===== config.mk =====
export PLATFORM = sky130hd
export DESIGN_NAME = assp_top
export DESIGN_NICKNAME = d
export VERILOG_FILES = /design/src/logic/assp_pkg.sv /design/src/logic/assp_top.sv
export SDC_FILE = /design/constraint.sdc
export NUM_CORES = 2
export LEC_CHECK = 0
export BUFFER_PORTS_ARGS = -buffer_cell sky130_fd_sc_hd__buf_2
export CAP_MARGIN = 20
export CORE_UTILIZATION = 59
export CTS_CLUSTER_DIAMETER = 100
export DETAILED_ROUTE_END_ITERATION = 10
export PLACE_DENSITY = 0.75
export SKIP_LAST_GASP = 1
export SLEW_MARGIN = 25
export SYNTH_ARGS = -nofsm -noshare
export SYNTH_HDL_FRONTEND = slang
export SYNTH_SLANG_ARGS = --single-unit

===== constraint.sdc =====
create_clock -name mclk -period 15.9 [get_ports mclk]
set_input_delay 0 -clock mclk [delete_from_list [all_inputs] [get_ports mclk]]
set_output_delay 0 -clock mclk [all_outputs]
set_load 0.005 [all_outputs]

===== src/logic/assp_pkg.sv =====
// shared constants, types and sentence templates of the ascii sentence port
package assp_pkg;
  // device clock and bit rates
  localparam int          CLK_HZ     = 25_000_000;
  localparam int          BAUD_2400  = 2400;
  localparam int          BAUD_4800  = 4800;
  localparam int          BAUD_9600  = 9600;
  localparam int          BAUD_19200 = 19200;
  localparam int          BAUD_38400 = 38400;
  localparam int          MINUTE_S   = 60;
  localparam longint      MINUTE_CYC = longint'(MINUTE_S) * CLK_HZ;
  localparam int          CHAR_BITS  = 10;
  // register byte offsets
  localparam logic [7:0]  REG_CTRL   = 8'h00;
  localparam logic [7:0]  REG_STAT   = 8'h04;
  localparam logic [7:0]  REG_FLAG   = 8'h08;
  localparam logic [7:0]  REG_VALID  = 8'h0c;
  localparam logic [7:0]  REG_DEVST  = 8'h10;
  localparam logic [7:0]  REG_FIELD  = 8'h20;
  localparam logic [7:0]  REG_RATE   = 8'h40;
  // control field positions
  localparam int          CTRL_BAUD  = 0;
  localparam int          CTRL_CONT  = 3;
  localparam int          CTRL_UNIT  = 4;
  localparam int          CTRL_TFLT  = 6;
  localparam int          CTRL_MFLT  = 7;
  localparam int          CTRL_HALM  = 8;
  localparam int          CTRL_HABV  = 9;
  // reset values
  localparam logic [9:0]  CTRL_RST   = 10'h002;
  localparam logic [6:0]  FLAG_RST   = 7'h03;
  localparam logic [7:0]  VALID_RST  = 8'hff;
  localparam logic [11:0] RATE_RST   = 12'h000;
  localparam logic [15:0] POR_CODE   = 16'h0040;
  // framing characters
  localparam logic [7:0]  CH_DOLLAR  = 8'h24;
  localparam logic [7:0]  CH_AT      = 8'h40;
  localparam logic [7:0]  CH_STAR    = 8'h2a;
  localparam logic [7:0]  CH_COMMA   = 8'h2c;
  localparam logic [7:0]  CH_CR      = 8'h0d;
  localparam logic [7:0]  CH_LF      = 8'h0a;
  localparam int          SENT_N     = 7;
  localparam int          TMPL_LEN   = 64;
  // '#n' numeric field n, '%m/%p/%r' status char, '&' maker prefix char
  localparam bit [511:0]  TMPL_HDT = "HCHDT,#0,T";
  localparam bit [511:0]  TMPL_HDG = "HCHDG,#0,0.0,E,0.0,E";
  localparam bit [511:0]  TMPL_XDR =
    "HCXDR,A,#1,D,PITCH,A,#2,D,ROLL,G,#5,MAGX,G,#6,MAGY,G,#7,MAGZ";
  // proprietary names are spelled as ascii bytes
  localparam bit [511:0]  TMPL_HTF =
    {"&&&&", 24'h48544d, ",#0,%m,#1,%p,#2,%r,#3,#4"};
  localparam bit [511:0]  TMPL_NRM =
    {"&&&&", 24'h4e4344, ",#1,#2,#5,#6,#4,#3,#0"};
  localparam bit [511:0]  TMPL_CND =
    {"&&&&", 24'h434344, ",#1,#2,#5,#6,#7,#4,#0"};
  localparam bit [511:0]  TMPL_RAW =
    {"&&&&", 24'h524344, ",#1,#2,#5,#6,#7"};

  typedef enum logic [1:0] {UNIT_DEG, UNIT_MIL, UNIT_MRAD, UNIT_INT}
    assp_unit_t;

  typedef struct packed {
    logic        cyc;
    logic        stb;
    logic        we;
    logic [7:0]  adr;
    logic [3:0]  sel;
    logic [31:0] dat;
  } assp_wb_req_t;
endpackage


===== src/logic/assp_top.sv =====
// ascii sentence serial port: wishbone registers, uart, query parser, framer
`timescale 1ns/1ns
//
// Contract
// - characters are start, eight data bits lsb first, stop; top bit zero.
// - bit rate 2400, 4800, 9600 or 19200; 38400 on the fast variant.
// - receiver runs independently, accepting input even while sending.
// - a sentence in progress always completes before a reply starts.
// - dollar starts a data request, at sign a setup command; routed apart.
// - sentence is dollar, identifier, comma fields, star, checksum, cr lf.
// - undeterminable field is sent empty, giving two adjacent commas.
// - heading is empty when tilt or magnetic sensor is faulty.
// - fields are decimal; angles carry a point when unit is degrees.
// - other angle units are plain integers: mils, milliradians, 16 bit.
// - standard true heading, heading/deviation and transducer sentences.
// - four maker-prefixed sentences: field, normalized, conditioned, raw.
// - field sentence has heading, pitch, roll, dip, field, status chars.
// - continuous mode sends each sentence at its own per-minute rate.
// - a valid query is answered with the one sentence it names.
// - standard queries accept any two-character talker if checksum good.
// - checksum is xor of chars between start and star, two hex chars.
// - horizontal field alarm shows M below or O above, no blanking.
// - identification status code 0040 marks a power-on reset.
// - setup commands carry the same xor checksum after the at sign.
// - magnetometer status is one of C, L, M, N, O, P, V.
module assp_top #(
  parameter longint      MINUTE_CYC = assp_pkg::MINUTE_CYC,
  parameter bit          FAST       = 1'b1,
  parameter logic [31:0] MAKER      = "PXXX"  // arbitrary maker prefix
) (
  // clock and reset
  input  wire logic                   mclk,
  input  wire logic                   nrst,
  // wishbone slave
  input  wire assp_pkg::assp_wb_req_t wb_i,
  output logic                        wb_ack_o,
  output logic [31:0]                 wb_dat_o,
  // serial pins
  input  wire logic                   rxd,
  output logic                        txd
);
  localparam int N = assp_pkg::SENT_N;

  logic [9:0]  ctrl_q;
  logic [6:0]  flag_q;
  logic [7:0]  valid_q;
  logic        por_q;
  logic [15:0] fld_q [8];
  logic [11:0] rate_q [N];
  logic [N-1:0] pend_q, fire, qset, take;
  logic [7:0]  bad_q, setup_q;
  logic        tx_busy_q, tx_go;
  logic [7:0]  ch;
  logic        emit;
  logic [15:0] div;
  logic        wr;

  // bit period in clocks for the selected rate
  always_comb begin
    unique case (ctrl_q[assp_pkg::CTRL_BAUD +: 3])
      3'h0:    div = 16'(assp_pkg::CLK_HZ / assp_pkg::BAUD_2400);
      3'h1:    div = 16'(assp_pkg::CLK_HZ / assp_pkg::BAUD_4800);
      3'h2:    div = 16'(assp_pkg::CLK_HZ / assp_pkg::BAUD_9600);
      3'h4:    div = FAST ? 16'(assp_pkg::CLK_HZ / assp_pkg::BAUD_38400)
                          : 16'(assp_pkg::CLK_HZ / assp_pkg::BAUD_19200);
      default: div = 16'(assp_pkg::CLK_HZ / assp_pkg::BAUD_19200);
    endcase
  end

  // wishbone: one wait state, ack drops the cycle after it rises
  assign wr = wb_i.cyc & wb_i.stb & wb_i.we & ~wb_ack_o;
  always_ff @(posedge mclk or negedge nrst) begin
    if (!nrst) begin
      wb_ack_o <= 1'b0;
    end else begin
      wb_ack_o <= wb_i.cyc & wb_i.stb & ~wb_ack_o;
    end
  end

  // read mux; unmapped words read zero
  always_ff @(posedge mclk or negedge nrst) begin
    if (!nrst) begin
      wb_dat_o <= 32'h0;
    end else begin
      wb_dat_o <= 32'h0;
      if (wb_i.adr >= assp_pkg::REG_RATE
          && wb_i.adr < assp_pkg::REG_RATE + 8'(4 * N)) begin
        wb_dat_o <= {20'h0, rate_q[3'(wb_i.adr[4:2])]};
      end else if (wb_i.adr >= assp_pkg::REG_FIELD
                   && wb_i.adr < assp_pkg::REG_RATE) begin
        wb_dat_o <= {16'h0, fld_q[wb_i.adr[4:2]]};
      end else begin
        unique case (wb_i.adr)
          assp_pkg::REG_CTRL:  wb_dat_o <= {22'h0, ctrl_q};
          assp_pkg::REG_STAT:
            wb_dat_o <= {8'h0, setup_q, bad_q, tx_busy_q, pend_q};
          assp_pkg::REG_FLAG:  wb_dat_o <= {25'h0, flag_q};
          assp_pkg::REG_VALID: wb_dat_o <= {24'h0, valid_q};
          assp_pkg::REG_DEVST:
            wb_dat_o <= {16'h0, por_q ? assp_pkg::POR_CODE : 16'h0};
          default:             wb_dat_o <= 32'h0;
        endcase
      end
    end
  end

  // control, flag and validity registers; control takes byte lanes 0 and 1, the others lane 0 only
  always_ff @(posedge mclk or negedge nrst) begin
    if (!nrst) begin
      ctrl_q  <= assp_pkg::CTRL_RST;
      flag_q  <= assp_pkg::FLAG_RST;
      valid_q <= assp_pkg::VALID_RST;
      por_q   <= 1'b1;
    end else if (wr) begin
      if (wb_i.adr == assp_pkg::REG_CTRL) begin
        if (wb_i.sel[0]) ctrl_q[7:0] <= wb_i.dat[7:0];
        if (wb_i.sel[1]) ctrl_q[9:8] <= wb_i.dat[9:8];
      end
      if (wb_i.adr == assp_pkg::REG_FLAG && wb_i.sel[0])
        flag_q <= wb_i.dat[6:0];
      if (wb_i.adr == assp_pkg::REG_VALID && wb_i.sel[0])
        valid_q <= wb_i.dat[7:0];
      // writing bit 6 clears the power-on mark
      if (wb_i.adr == assp_pkg::REG_DEVST && wb_i.sel[0] && wb_i.dat[6])
        por_q <= 1'b0;
    end
  end

  // measurement fields and per-sentence rates
  genvar gi;
  generate
    for (gi = 0; gi < 8; gi++) begin : g_fld
      always_ff @(posedge mclk or negedge nrst) begin
        if (!nrst) begin
          fld_q[gi] <= 16'h0;
        end else if (wr && wb_i.adr == assp_pkg::REG_FIELD + 8'(4 * gi)) begin
          if (wb_i.sel[0]) fld_q[gi][7:0]  <= wb_i.dat[7:0];
          if (wb_i.sel[1]) fld_q[gi][15:8] <= wb_i.dat[15:8];
        end
      end
    end
    for (gi = 0; gi < N; gi++) begin : g_rate
      logic [31:0] acc_q;
      always_ff @(posedge mclk or negedge nrst) begin
        if (!nrst) begin
          rate_q[gi] <= assp_pkg::RATE_RST;
        end else if (wr && wb_i.adr == assp_pkg::REG_RATE + 8'(4 * gi)) begin
          if (wb_i.sel[0]) rate_q[gi][7:0]  <= wb_i.dat[7:0];
          if (wb_i.sel[1]) rate_q[gi][11:8] <= wb_i.dat[11:8];
        end
      end
      // rate accumulator avoids a divider: fires rate times per minute
      always_ff @(posedge mclk or negedge nrst) begin
        if (!nrst) begin
          acc_q <= 32'h0;
        end else if (!ctrl_q[assp_pkg::CTRL_CONT]) begin
          acc_q <= 32'h0;
        end else if (acc_q + 32'(rate_q[gi]) >= 32'(MINUTE_CYC)) begin
          acc_q <= acc_q + 32'(rate_q[gi]) - 32'(MINUTE_CYC);
        end else begin
          acc_q <= acc_q + 32'(rate_q[gi]);
        end
      end
      assign fire[gi] = ctrl_q[assp_pkg::CTRL_CONT] && rate_q[gi] != 12'h0
                        && acc_q + 32'(rate_q[gi]) >= 32'(MINUTE_CYC);
    end
  endgenerate

  // pending sentences; a new request wins over the clear of the same bit
  always_ff @(posedge mclk or negedge nrst) begin
    if (!nrst) pend_q <= '0;
    else pend_q <= (pend_q & ~take) | fire | qset;
  end

  // ---------------- receiver ----------------
  logic [15:0] rx_cnt_q;
  logic [3:0]  rx_bit_q;
  logic        rx_act_q, rx_vld_q;
  logic [7:0]  rx_sh_q, rx_byte_q;
  // runs on its own regardless of the transmitter
  always_ff @(posedge mclk or negedge nrst) begin
    if (!nrst) begin
      rx_act_q <= 1'b0;
      rx_vld_q <= 1'b0;
      rx_cnt_q <= 16'h0;
      rx_bit_q <= 4'h0;
      rx_sh_q  <= 8'h0;
      rx_byte_q <= 8'h0;
    end else begin
      rx_vld_q <= 1'b0;
      if (!rx_act_q) begin
        if (!rxd) begin
          rx_act_q <= 1'b1;
          rx_cnt_q <= div >> 1;
          rx_bit_q <= 4'h0;
        end
      end else if (rx_cnt_q != 16'h0) begin
        rx_cnt_q <= rx_cnt_q - 16'h1;
      end else begin
        rx_cnt_q <= div - 16'h1;
        rx_bit_q <= rx_bit_q + 4'h1;
        if (rx_bit_q == 4'h0 && rxd) rx_act_q <= 1'b0;  // glitch, no start
        if (rx_bit_q >= 4'h1 && rx_bit_q <= 4'h8)
          rx_sh_q <= {rxd, rx_sh_q[7:1]};
        if (rx_bit_q == 4'h9) begin
          rx_act_q  <= 1'b0;
          rx_vld_q  <= rxd;           // framing error drops the char
          rx_byte_q <= rx_sh_q;
        end
      end
    end
  end

  // ---------------- query parser ----------------
  typedef enum {P_IDLE, P_BODY, P_H1, P_H2, P_CR, P_LF} assp_pst_t;
  assp_pst_t   ps_q;
  logic        at_q;
  logic [7:0]  rbuf_q [9];
  logic [3:0]  rlen_q;
  logic [7:0]  rsum_q;
  logic [3:0]  rhi_q;
  logic [4:0]  nib;
  logic [2:0]  qidx;

  // hex digit of either case; bit 4 flags a non-hex char
  always_comb begin
    if (rx_byte_q >= "0" && rx_byte_q <= "9")
      nib = {1'b0, 4'(rx_byte_q - "0")};
    else if (rx_byte_q >= "A" && rx_byte_q <= "F")
      nib = {1'b0, 4'(rx_byte_q - "A" + 8'h0a)};
    else if (rx_byte_q >= "a" && rx_byte_q <= "f")
      nib = {1'b0, 4'(rx_byte_q - "a" + 8'h0a)};
    else nib = 5'h10;
  end

  // which sentence the buffered query names; 7 means none
  always_comb begin
    qidx = 3'h7;
    if (rlen_q == 4'h9 && {rbuf_q[2], rbuf_q[3], rbuf_q[4]} == "HCQ"
        && rbuf_q[5] == assp_pkg::CH_COMMA) begin
      unique case ({rbuf_q[6], rbuf_q[7], rbuf_q[8]})
        "HDT":   qidx = 3'h0;
        "HDG":   qidx = 3'h1;
        "XDR":   qidx = 3'h2;
        default: qidx = 3'h7;
      endcase
    end else if (rlen_q == 4'h8 && rbuf_q[4] == assp_pkg::CH_COMMA
        && {rbuf_q[0], rbuf_q[1], rbuf_q[2], rbuf_q[3]} == MAKER) begin
      unique case ({rbuf_q[5], rbuf_q[6], rbuf_q[7]})
        24'h48544d: qidx = 3'h3;
        24'h4e4344: qidx = 3'h4;
        24'h434344: qidx = 3'h5;
        24'h524344: qidx = 3'h6;
        default: qidx = 3'h7;
      endcase
    end
  end

  always_ff @(posedge mclk or negedge nrst) begin
    if (!nrst) begin
      ps_q    <= P_IDLE;
      at_q    <= 1'b0;
      rlen_q  <= 4'h0;
      rsum_q  <= 8'h0;
      rhi_q   <= 4'h0;
      bad_q   <= 8'h0;
      setup_q <= 8'h0;
      qset    <= '0;
      for (int i = 0; i < 9; i++) rbuf_q[i] <= 8'h0;
    end else begin
      qset <= '0;
      if (rx_vld_q) begin
        if (rx_byte_q == assp_pkg::CH_DOLLAR
            || rx_byte_q == assp_pkg::CH_AT) begin
          ps_q   <= P_BODY;
          at_q   <= rx_byte_q == assp_pkg::CH_AT;
          rlen_q <= 4'h0;
          rsum_q <= 8'h0;
        end else begin
          unique case (ps_q)
            P_IDLE: ps_q <= P_IDLE;
            P_BODY: begin
              if (rx_byte_q == assp_pkg::CH_STAR) begin
                ps_q <= P_H1;
              end else begin
                rsum_q <= rsum_q ^ rx_byte_q;
                if (!at_q && rlen_q < 4'h9) rbuf_q[rlen_q] <= rx_byte_q;
                if (rlen_q != 4'hf) rlen_q <= rlen_q + 4'h1;
              end
            end
            P_H1: begin
              rhi_q <= nib[3:0];
              ps_q  <= nib[4] ? P_IDLE : P_H2;
              if (nib[4]) bad_q <= bad_q + 8'h1;
            end
            P_H2: begin
              ps_q <= (nib[4] || {rhi_q, nib[3:0]} != rsum_q) ? P_IDLE : P_CR;
              if (nib[4] || {rhi_q, nib[3:0]} != rsum_q)
                bad_q <= bad_q + 8'h1;
            end
            P_CR: ps_q <= rx_byte_q == assp_pkg::CH_CR ? P_LF : P_IDLE;
            P_LF: begin
              ps_q <= P_IDLE;
              if (rx_byte_q == assp_pkg::CH_LF) begin
                // setup commands are not decoded, only counted here
                if (at_q) setup_q <= setup_q + 8'h1;
                else if (qidx != 3'h7) qset[qidx] <= 1'b1;
                else bad_q <= bad_q + 8'h1;
              end
            end
          endcase
        end
      end
    end
  end

  // ---------------- sentence framer ----------------
  typedef enum {F_IDLE, F_DOLLAR, F_TMPL, F_NUM, F_STAR, F_HI, F_LO,
                F_CR, F_LF} assp_fst_t;
  assp_fst_t   fs_q;
  logic [2:0]  sent_q;
  logic [6:0]  idx_q;
  logic [1:0]  pc_q;
  logic [7:0]  csum_q;
  logic [19:0] dig_q;
  logic [2:0]  rem_q;
  logic        pt_q;
  logic [511:0] tmpl;
  logic [7:0]  tc, tn;
  logic [2:0]  fsel;
  logic        hd_blank, fnull;
  logic [19:0] bcd;
  logic [2:0]  nd;

  always_comb begin
    unique case (sent_q)
      3'h0:    tmpl = assp_pkg::TMPL_HDT;
      3'h1:    tmpl = assp_pkg::TMPL_HDG;
      3'h2:    tmpl = assp_pkg::TMPL_XDR;
      3'h3:    tmpl = assp_pkg::TMPL_HTF;
      3'h4:    tmpl = assp_pkg::TMPL_NRM;
      3'h5:    tmpl = assp_pkg::TMPL_CND;
      default: tmpl = assp_pkg::TMPL_RAW;
    endcase
    tc   = tmpl[511 - 8 * int'(idx_q[5:0]) -: 8];
    tn   = tmpl[511 - 8 * int'(6'(idx_q[5:0] + 6'h1)) -: 8];
    fsel = 3'(tn - "0");
  end

  // heading blanks on sensor faults or any alarm status; not on field alarm
  assign hd_blank = ctrl_q[assp_pkg::CTRL_TFLT] || ctrl_q[assp_pkg::CTRL_MFLT]
                    || flag_q[2:0] == 3'h0 || flag_q[2:0] == 3'h1
                    || flag_q[2:0] >= 3'h5 || flag_q[4:3] == 2'h2
                    || flag_q[6:5] == 2'h2;
  assign fnull = !valid_q[fsel] || (fsel == 3'h0 && hd_blank);

  // binary to five decimal digits, and count of digits to send
  always_comb begin
    bcd = 20'h0;
    for (int i = 15; i >= 0; i--) begin
      for (int d = 0; d < 5; d++)
        if (bcd[4*d +: 4] > 4'h4) bcd[4*d +: 4] = bcd[4*d +: 4] + 4'h3;
      bcd = {bcd[18:0], fld_q[fsel][i]};
    end
    nd = 3'h1;
    for (int d = 1; d < 5; d++)
      if (bcd[4*d +: 4] != 4'h0) nd = 3'(d + 1);
    if (fsel <= 3'h3 && ctrl_q[assp_pkg::CTRL_UNIT +: 2] == assp_pkg::UNIT_DEG
        && nd == 3'h1) nd = 3'h2;     // keep a leading zero before the point
  end

  // character offered by the framer in each state
  always_comb begin
    emit = 1'b1;
    ch   = 8'h0;
    unique case (fs_q)
      F_IDLE:   emit = 1'b0;
      F_DOLLAR: ch = assp_pkg::CH_DOLLAR;
      F_TMPL: begin
        if (tc == 8'h0 || tc == "#") emit = 1'b0;
        else if (tc == "&") ch = MAKER[8 * (3 - int'(pc_q)) +: 8];
        else if (tc == "%" && tn == "m") begin
          if (ctrl_q[assp_pkg::CTRL_HALM])
            ch = ctrl_q[assp_pkg::CTRL_HABV] ? "O" : "M";
          else
            unique case (flag_q[2:0])
              3'h0:    ch = "C";
              3'h1:    ch = "L";
              3'h2:    ch = "M";
              3'h3:    ch = "N";
              3'h4:    ch = "O";
              3'h5:    ch = "P";
              default: ch = "V";
            endcase
        end else if (tc == "%") begin
          unique case (tn == "p" ? flag_q[4:3] : flag_q[6:5])
            2'h1:    ch = "O";
            2'h2:    ch = "P";
            default: ch = "N";
          endcase
        end else ch = tc;
      end
      // point sits before the last digit in degrees
      F_NUM: ch = (pt_q && rem_q == 3'h2) ? "." : {4'h3, dig_q[19:16]};
      F_STAR: ch = assp_pkg::CH_STAR;
      F_HI: ch = csum_q[7:4] > 4'h9 ? 8'h37 + csum_q[7:4]
                                    : 8'h30 + csum_q[7:4];
      F_LO: ch = csum_q[3:0] > 4'h9 ? 8'h37 + csum_q[3:0]
                                    : 8'h30 + csum_q[3:0];
      F_CR: ch = assp_pkg::CH_CR;
      F_LF: ch = assp_pkg::CH_LF;
    endcase
  end
  assign tx_go = emit && !tx_busy_q;

  // picks the lowest pending sentence only when idle
  always_comb begin
    take = '0;
    if (fs_q == F_IDLE)
      for (int i = N - 1; i >= 0; i--)
        if (pend_q[i]) take = N'(1) << i;
  end

  always_ff @(posedge mclk or negedge nrst) begin
    if (!nrst) begin
      fs_q <= F_IDLE;
      sent_q <= 3'h0;
      idx_q <= 7'h0;
      pc_q <= 2'h0;
      csum_q <= 8'h0;
      dig_q <= 20'h0;
      rem_q <= 3'h0;
      pt_q <= 1'b0;
    end else begin
      unique case (fs_q)
        F_IDLE: if (pend_q != '0) begin
          fs_q <= F_DOLLAR;
          for (int i = N - 1; i >= 0; i--) if (pend_q[i]) sent_q <= 3'(i);
        end
        F_DOLLAR: if (tx_go) begin
          fs_q <= F_TMPL;
          idx_q <= 7'h0;
          pc_q <= 2'h0;
          csum_q <= 8'h0;
        end
        F_TMPL: if (!emit || tx_go) begin
          if (emit) csum_q <= csum_q ^ ch;
          if (tc == "&") pc_q <= pc_q + 2'h1;
          if (tc == "#" && !fnull) begin
            fs_q  <= F_NUM;
            pt_q  <= fsel <= 3'h3 && ctrl_q[assp_pkg::CTRL_UNIT +: 2]
                     == assp_pkg::UNIT_DEG;
            rem_q <= (fsel <= 3'h3 && ctrl_q[assp_pkg::CTRL_UNIT +: 2]
                      == assp_pkg::UNIT_DEG) ? nd + 3'h1 : nd;
            dig_q <= bcd << (4 * (5 - int'(nd)));
          end
          if (tc == "#" || tc == "%") idx_q <= idx_q + 7'h2;
          else idx_q <= idx_q + 7'h1;
          if (idx_q >= 7'(assp_pkg::TMPL_LEN - 1) && tc != "#")
            fs_q <= F_STAR;
        end
        F_NUM: if (tx_go) begin
          csum_q <= csum_q ^ ch;
          rem_q  <= rem_q - 3'h1;
          if (!(pt_q && rem_q == 3'h2)) dig_q <= dig_q << 4;
          if (rem_q == 3'h1) fs_q <= F_TMPL;
        end
        F_STAR: if (tx_go) fs_q <= F_HI;
        F_HI:   if (tx_go) fs_q <= F_LO;
        F_LO:   if (tx_go) fs_q <= F_CR;
        F_CR:   if (tx_go) fs_q <= F_LF;
        F_LF:   if (tx_go) fs_q <= F_IDLE;
      endcase
    end
  end

  // ---------------- transmitter ----------------
  logic [8:0]  tx_sh_q;
  logic [3:0]  tx_bits_q;
  logic [15:0] tx_cnt_q;
  always_ff @(posedge mclk or negedge nrst) begin
    if (!nrst) begin
      txd       <= 1'b1;
      tx_busy_q <= 1'b0;
      tx_sh_q   <= 9'h1ff;
      tx_bits_q <= 4'h0;
      tx_cnt_q  <= 16'h0;
    end else if (tx_go) begin
      txd       <= 1'b0;
      tx_sh_q   <= {1'b1, 1'b0, ch[6:0]};
      tx_bits_q <= 4'(assp_pkg::CHAR_BITS - 1);
      tx_cnt_q  <= div - 16'h1;
      tx_busy_q <= 1'b1;
    end else if (tx_busy_q) begin
      if (tx_cnt_q != 16'h0) begin
        tx_cnt_q <= tx_cnt_q - 16'h1;
      end else begin
        tx_cnt_q <= div - 16'h1;
        if (tx_bits_q == 4'h0) begin
          tx_busy_q <= 1'b0;
        end else begin
          txd       <= tx_sh_q[0];
          tx_sh_q   <= {1'b1, tx_sh_q[8:1]};
          tx_bits_q <= tx_bits_q - 4'h1;
        end
      end
    end
  end
endmodule


; ---- After elaboration in Yosys (flattened, before gate mapping)
; Cells that the tools add are included.
[word_totals]
regBits = 791
in_bits = 50
elab_cells = 720
[classes]
addsub = 77
n_lt_le_gt_ge = 67
eq_ne = 106
shifts = 4
muxes = 207
bitwise = 17
n_reduce_logical = 161
[ops]
columns = op, count
row1 = $pmux W479 S6, 1
row2 = $shiftx A519 B10 Y8, 2
row3 = $mux W32, 28
row4 = $pmux W32 S9, 1
row5 = $add A32 B12 Y32, 7
row6 = $ge A32 B31 Y1 const B, 7
row7 = $sub A32 B31 Y32 const B, 7
row8 = $eq A24 B23 Y1 const B, 8
row9 = $eq A32 B3 Y1 const B, 6
row10 = $mux W4, 45
row11 = $mux W16, 10
row12 = $pmux W32 S5, 1
row13 = $mux W7, 20
row14 = $mux W8, 17
row15 = $eq A32 B2 Y1 const B, 4
row16 = $add A4 B2 Y4 const B, 30
row17 = $eq A8 B6 Y1 const B, 15
row18 = $gt A4 B3 Y1 const B, 30
row19 = $pmux W24 S5, 1
row20 = $bmux W16 S3, 2
row21 = $logic_not A32 Y1, 3
row22 = $reduce_bool A12 Y1, 7
row23 = $eq A8 B7 Y1 const B, 10
row24 = $mux W20, 4
row25 = other kinds (107), 373

; ---- Logic depth before layout (Yosys ltp)
[depth]
depth_word = 47
ltp_mapped = 85
ltp_nobuf = 70

; ---- Least setup slack after synthesis
; OpenSTA, ideal clock, no wires.
[synth_path]
kind = reg-to-reg
startpoint = reg idx_q[0]
endpoint = reg dig_q[18]
t_arrival_ns = 16.303
required_time_ns = 15.780
slack_ns = -0.524
path_stages_with_launch = 81
period_less_slack_ns = 16.424
cell_sequence = dfrtp_1 buf_4 buf_4 inv_2 clkbuf_1 clkbuf_1 buf_1 ha_1 a21oi_1 a221o_1 nand4_2 nand3_1 clkbuf_1 buf_1 clkbuf_1 mux2i_1 ha_1 inv_1 [45 not listed] nor4bb_1 a211o_1 mux2i_1 a21boi_1 mux2i_1 nor4_1 nand3_1 nand3_1 buf_2 inv_1 ha_1 clkbuf_1 clkinv_1 nand2_1 nand2b_1 a211o_1 a32o_1 a41o_1
[synth_via]
elab_chain_len = 47
word_cells_on_any_way = 153
[synth_lines]
columns = item, line
row1 = from (decl), assp_top.sv:322  ; logic [6:0] idx_q;
row2 = from (signal assigned), assp_top.sv:457  ; if (tc == "#" || tc == "%") idx_q <= idx_q + 7'h2;
row3 = from (signal assigned), assp_top.sv:458  ; else idx_q <= idx_q + 7'h1;
row4 = $add A6 B1 Y6, assp_top.sv:346  ; tn = tmpl[511 - 8 * int'(6'(idx_q[5:0] + 6'h1)) -: 8];
row5 = $sub A9 B9 Y10, assp_top.sv:346
row6 = $shiftx A519 B10 Y8, assp_top.sv:346
row7 = $sub A3 B1 Y3, assp_top.sv:347  ; fsel = 3'(tn - "0");
row8 = $not A3 Y4 (implied by the code), assp_top.sv:363  ; bcd = {bcd[18:0], fld_q[fsel][i]};
row9 = $bmux W16 S3, assp_top.sv:363
row10 = $mux W16 (2 in series), --
row11 = $add A3 B2 Y4 or $gt A3 B3 Y1 (tied branches), assp_top.sv:362  ; if (bcd[4*d +: 4] > 4'h4) bcd[4*d +: 4] = bcd[4*d +: 4] + 4'h3;
row12 = [30 not listed], --
row13 = $eq A3 B1 Y1, assp_top.sv:369  ; && nd == 3'h1) nd = 3'h2;
row14 = $logic_and A1 B1 Y1, assp_top.sv:369
row15 = $mux W3, assp_top.sv:368  ; if (fsel <= 3'h3 && ctrl_q[assp_pkg::CTRL_UNIT +: 2] == assp_pkg::UNIT_DEG
row16 = $sub A3 B3 Y4, assp_top.sv:455  ; dig_q <= bcd << (4 * (5 - int'(nd)));
row17 = $shl A20 B32 Y20, assp_top.sv:455
row18 = $mux W20, assp_top.sv:449  ; if (tc == "#" && !fnull) begin
row19 = $mux W20, assp_top.sv:446  ; F_TMPL: if (!emit || tx_go) begin
row20 = $pmux W20 S2, assp_top.sv:435  ; unique case (fs_q)
row21 = to (signal assigned), assp_top.sv:455
row22 = to (signal assigned), assp_top.sv:465  ; if (!(pt_q && rem_q == 3'h2)) dig_q <= dig_q << 4;
row23 = to (decl), assp_top.sv:325  ; logic [19:0] dig_q;
; Several ways; a longest one is shown, not always the timed one. The select of a mux whose other input is x is not followed.
; A chain may end at the register's enable or synchronous reset.

; ---- Worst setup path in the final report
; Ends and elaborated chain as after synthesis.

==> metrics.md <==
| Metric | Value |
|---|---|
| Status | `complete, but fails checks` |
| Failing checks | `hold timing` |
| Worst hold path class | `in -> async` |
| Clock Latency Late Sink | `0.69 ns` |
| Full die area | `90,480 um^2` |
| Core area | `88,370 um^2` |
| Clock Sink Count | `724` |
| Root buf cell | `clkbuf_16` |
| CP max-delay cell | `dfrtp_2` |
| Max-slew violation count | `0` |
| Layout cells sized above 1 | `0.1634` |
| Slew HR | `0.2688` |
| Synth Instances | `5,872` |
| P per Cell Area | `83.96 nW/um^2` |
| Tcrit/Tclk final | `0.9561` |
| DP HPWL | `99.30 mm` |
| Vias in the first global route | `44,080` |
| CP arrival | `15.73 ns` |
| Slew @ Worst Pin | `1.093 ns` |
| Final Power | `4.846 mW` |
| Leak | `25.61 nW` |
| Routed len/inst | `20.11 um` |
| Distinct cells, synth | `144` |
| Max-cap violations | `0` |
| Final Wtd Congestion | `0.9879` |
| Synth area leaders | `dfrtp_1 33%, mux2_2 7.4%, nand2_1 4.0%` |
| Share of the synthesized area in the top cell type | `0.3340` |
| Final hold violations | `14` |
| WS Path Type | `reg -> reg` |
| Count leader, synth | `dfrtp_1` |
| Post-route cell area | `57,720 um^2` |
| GRT Util Overall | `0.3134` |
| H-tree level count | `3` |
| Drc violations | `0` |
| Hold slack | `-0.06393 ns` |
| Total wire length | `143.0 mm` |
| ANT nets after route | `0` |
| Pin count of the biggest net entering global routing | `171` |
| CP Launch Type | `flop` |
| Syn_area_per_cell | `8.970 um^2` |
| # fillers | `7,190` |
| Die Ht | `300.8 um` |
| Clock transition at path regs | `0.05 ns` |
| Drt via density | `6.474` |
| Overflow left after global routing | `0` |
| Peak VDD IR | `0.08706 mV` |
| Synth Cell Area | `52,670 um^2` |
| Number of synthesized register bits | `724` |
| Cell Area, Placed | `54,070 um^2` |
| Ports | `84` |
| Worst path max stage delay | `0.48 ns` |
| Yosys top cell by area | `dfrtp_1` |
| Post-Route Setup TNS | `0 ns` |
| TritonCTS clock tree | `done` |
| DR vias | `46,020` |
| # setup viols final | `0` |
| Worst-path maximum fanout | `14` |
| Die Width | `300.8 um` |
| Required @ worst endpoint | `16.42 ns` |
| Port Buf Inserts | `57` |
| DRT iter0 DRCs | `4,614` |
| Post-synth EDFFs | `0` |
| Layout area overhead | `9.582%` |
| First-pass GRT wire length | `232.0 mm` |
| Commonest cells in the netlist | `703 x dfrtp_1, 560 x nand2_1, 437 x nor2_1, 344 x mux2_2, 342 x a21oi_1` |
| CTS Buf Count | `83` |
| Starting Density | `0.5960` |
| Crit-path most repeated cell | `ha_1` |
| # nets final | `6,086` |
| Critical Path End Type | `flop` |
| First-pass detailed-route iteration total | `6` |
| Antenna violations before repair | `10` |
| Final Util | `0.6531` |
| Top_reg_cell synth | `dfrtp_1` |
| Max Root-Sink Buffers | `3` |
| Sequential area share after synthesis | `0.3444` |
| Fin crit period | `15.20 ns` |
| Rows | `109` |
| Synth async-reset ratio | `1.000` |
| Yosys warns | `0` |
| Fmax | `65.78 MHz` |
| Clock Skew | `0.05635 ns` |
-- stage by stage --
step                      std cells  setup WS [ns]  hold WS [ns]
final                          7109         0.6985      -0.06393
after global routing           7103        -0.1468       0.01821
after CTS                      7087       0.005310       0.01476
after detailed placement       6904        -0.2867        0.1016
after global placement         6904         0.1697        0.1019
after floorplan                5879        0.01574       -0.2956
-- registers in the layout (all words and copies together) (netlist names), 8 cells and up --
signal	flops
rsum_q	8
wb_dat_o	24
tx_sh_q	8
rbuf_q	72
rx_sh_q	8
rx_cnt_q	16
valid_q	8
bad_q	8
tx_cnt_q	16
g_rate.acc_q	224
dig_q	20
setup_q	8
rate_q	84
rx_byte_q	8
fld_q	128
ctrl_q	10
-- layout by cell type (no fill, tap or decap), drive strengths merged, types with 163 or more instances in the layout --
master | netlist | final
mux2 | 352 | 352
nand2 | 563 | 563
a21oi | 348 | 348
nand3 | 228 | 228
xnor2 | 217 | 217
inv | 165 | 170
nor2 | 445 | 445
buf | 102 | 196
ha | 163 | 163
o21ai | 352 | 352
dfrtp | 703 | 703
-- path summary, 6_finish.rpt --
check / endpoint / cells after the start / start / slack [ns]
max: dig_q[18] / 70 / idx_q[0] / 0.70
min: dig_q[2] / 2 / nrst / -0.06
max reg2reg: dig_q[18] / 70 / idx_q[0] / 0.70
min reg2reg: pend_q[5] / 1 / qset[5] / 0.43
max in group asynchronous: g_rate[3].acc_q[24] / 6 / nrst / 13.04
min in group mclk: wb_dat_o[21] / 3 / wb_i[39] / 0.06
-- worst max-delay path: cells and delay by family (launching register included) --
| family | cells | cell delay [ns] |
|---|---|---|
| compound gates | 21 | 4.86 |
| simple gates | 19 | 3.23 |
| fa+ha+maj | 11 | 2.54 |
| mux | 9 | 2.28 |
| buf+inv | 9 | 1.36 |
| flops | 1 | 0.48 |
| xor+xnor | 1 | 0.34 |
-- cells by family (layout without fill, tap and decap cells) --
kind of cell,after synthesis,count (layout),share of synthesized area
flip-flops,724,724,0.3444
adder cells (fa/ha/maj),170,170,0.04138
AO/OA/AOI/OAI,1494,1494,0.1946
other,1,17,0.00007119
buffers and inverters,494,550,0.03896
XOR/XNOR,341,341,0.05917
multiplexers,484,484,0.1126
AND/OR/NAND/NOR,2164,2164,0.2087
-- routing by layer --
metal  track usage  vias up  routed length, um
met5             0        -                 56
met4        0.1089       10               4956
met3       0.04993      373               9630
met2        0.5077     1648              66980
met1        0.4262    22500              61350
li1              -    21500                  -
-- repair_timing --
action / CTS / global route
setup endpoints to repair: 16 / 22
pin swaps: 0 / 8
hold buffers: 29 / 0
resized for setup: 6 / 51
hold endpoints to repair: 359 / 0
gates cloned: 0 / 1
setup buffers: 0 / 11
-- power breakdown --
group	leakage (nW)	internal, mW	switching [mW]
Sequential	9.95	1.87	0.0287
Clock	1.41	1.18	0.825
Combinational	14.2	0.363	0.583
Total	25.6	3.41	1.44
-- final cells by class --
type	instances	area, um^2	area share
Multi-Input combinational cell	4661	32830	0.5688
Sequential cell	724	18150	0.3145
Clock buffer	116	2361	0.04090
Timing Repair Buffer	226	1729	0.02996
Tap cell	1165	1458	0.02525
Inverter	170	643.1	0.01114
Clock inverter	38	521.8	0.009039
Antenna cell	9	22.52	0.0003902
No activity file was read; power rests on OpenSTA's default activity.
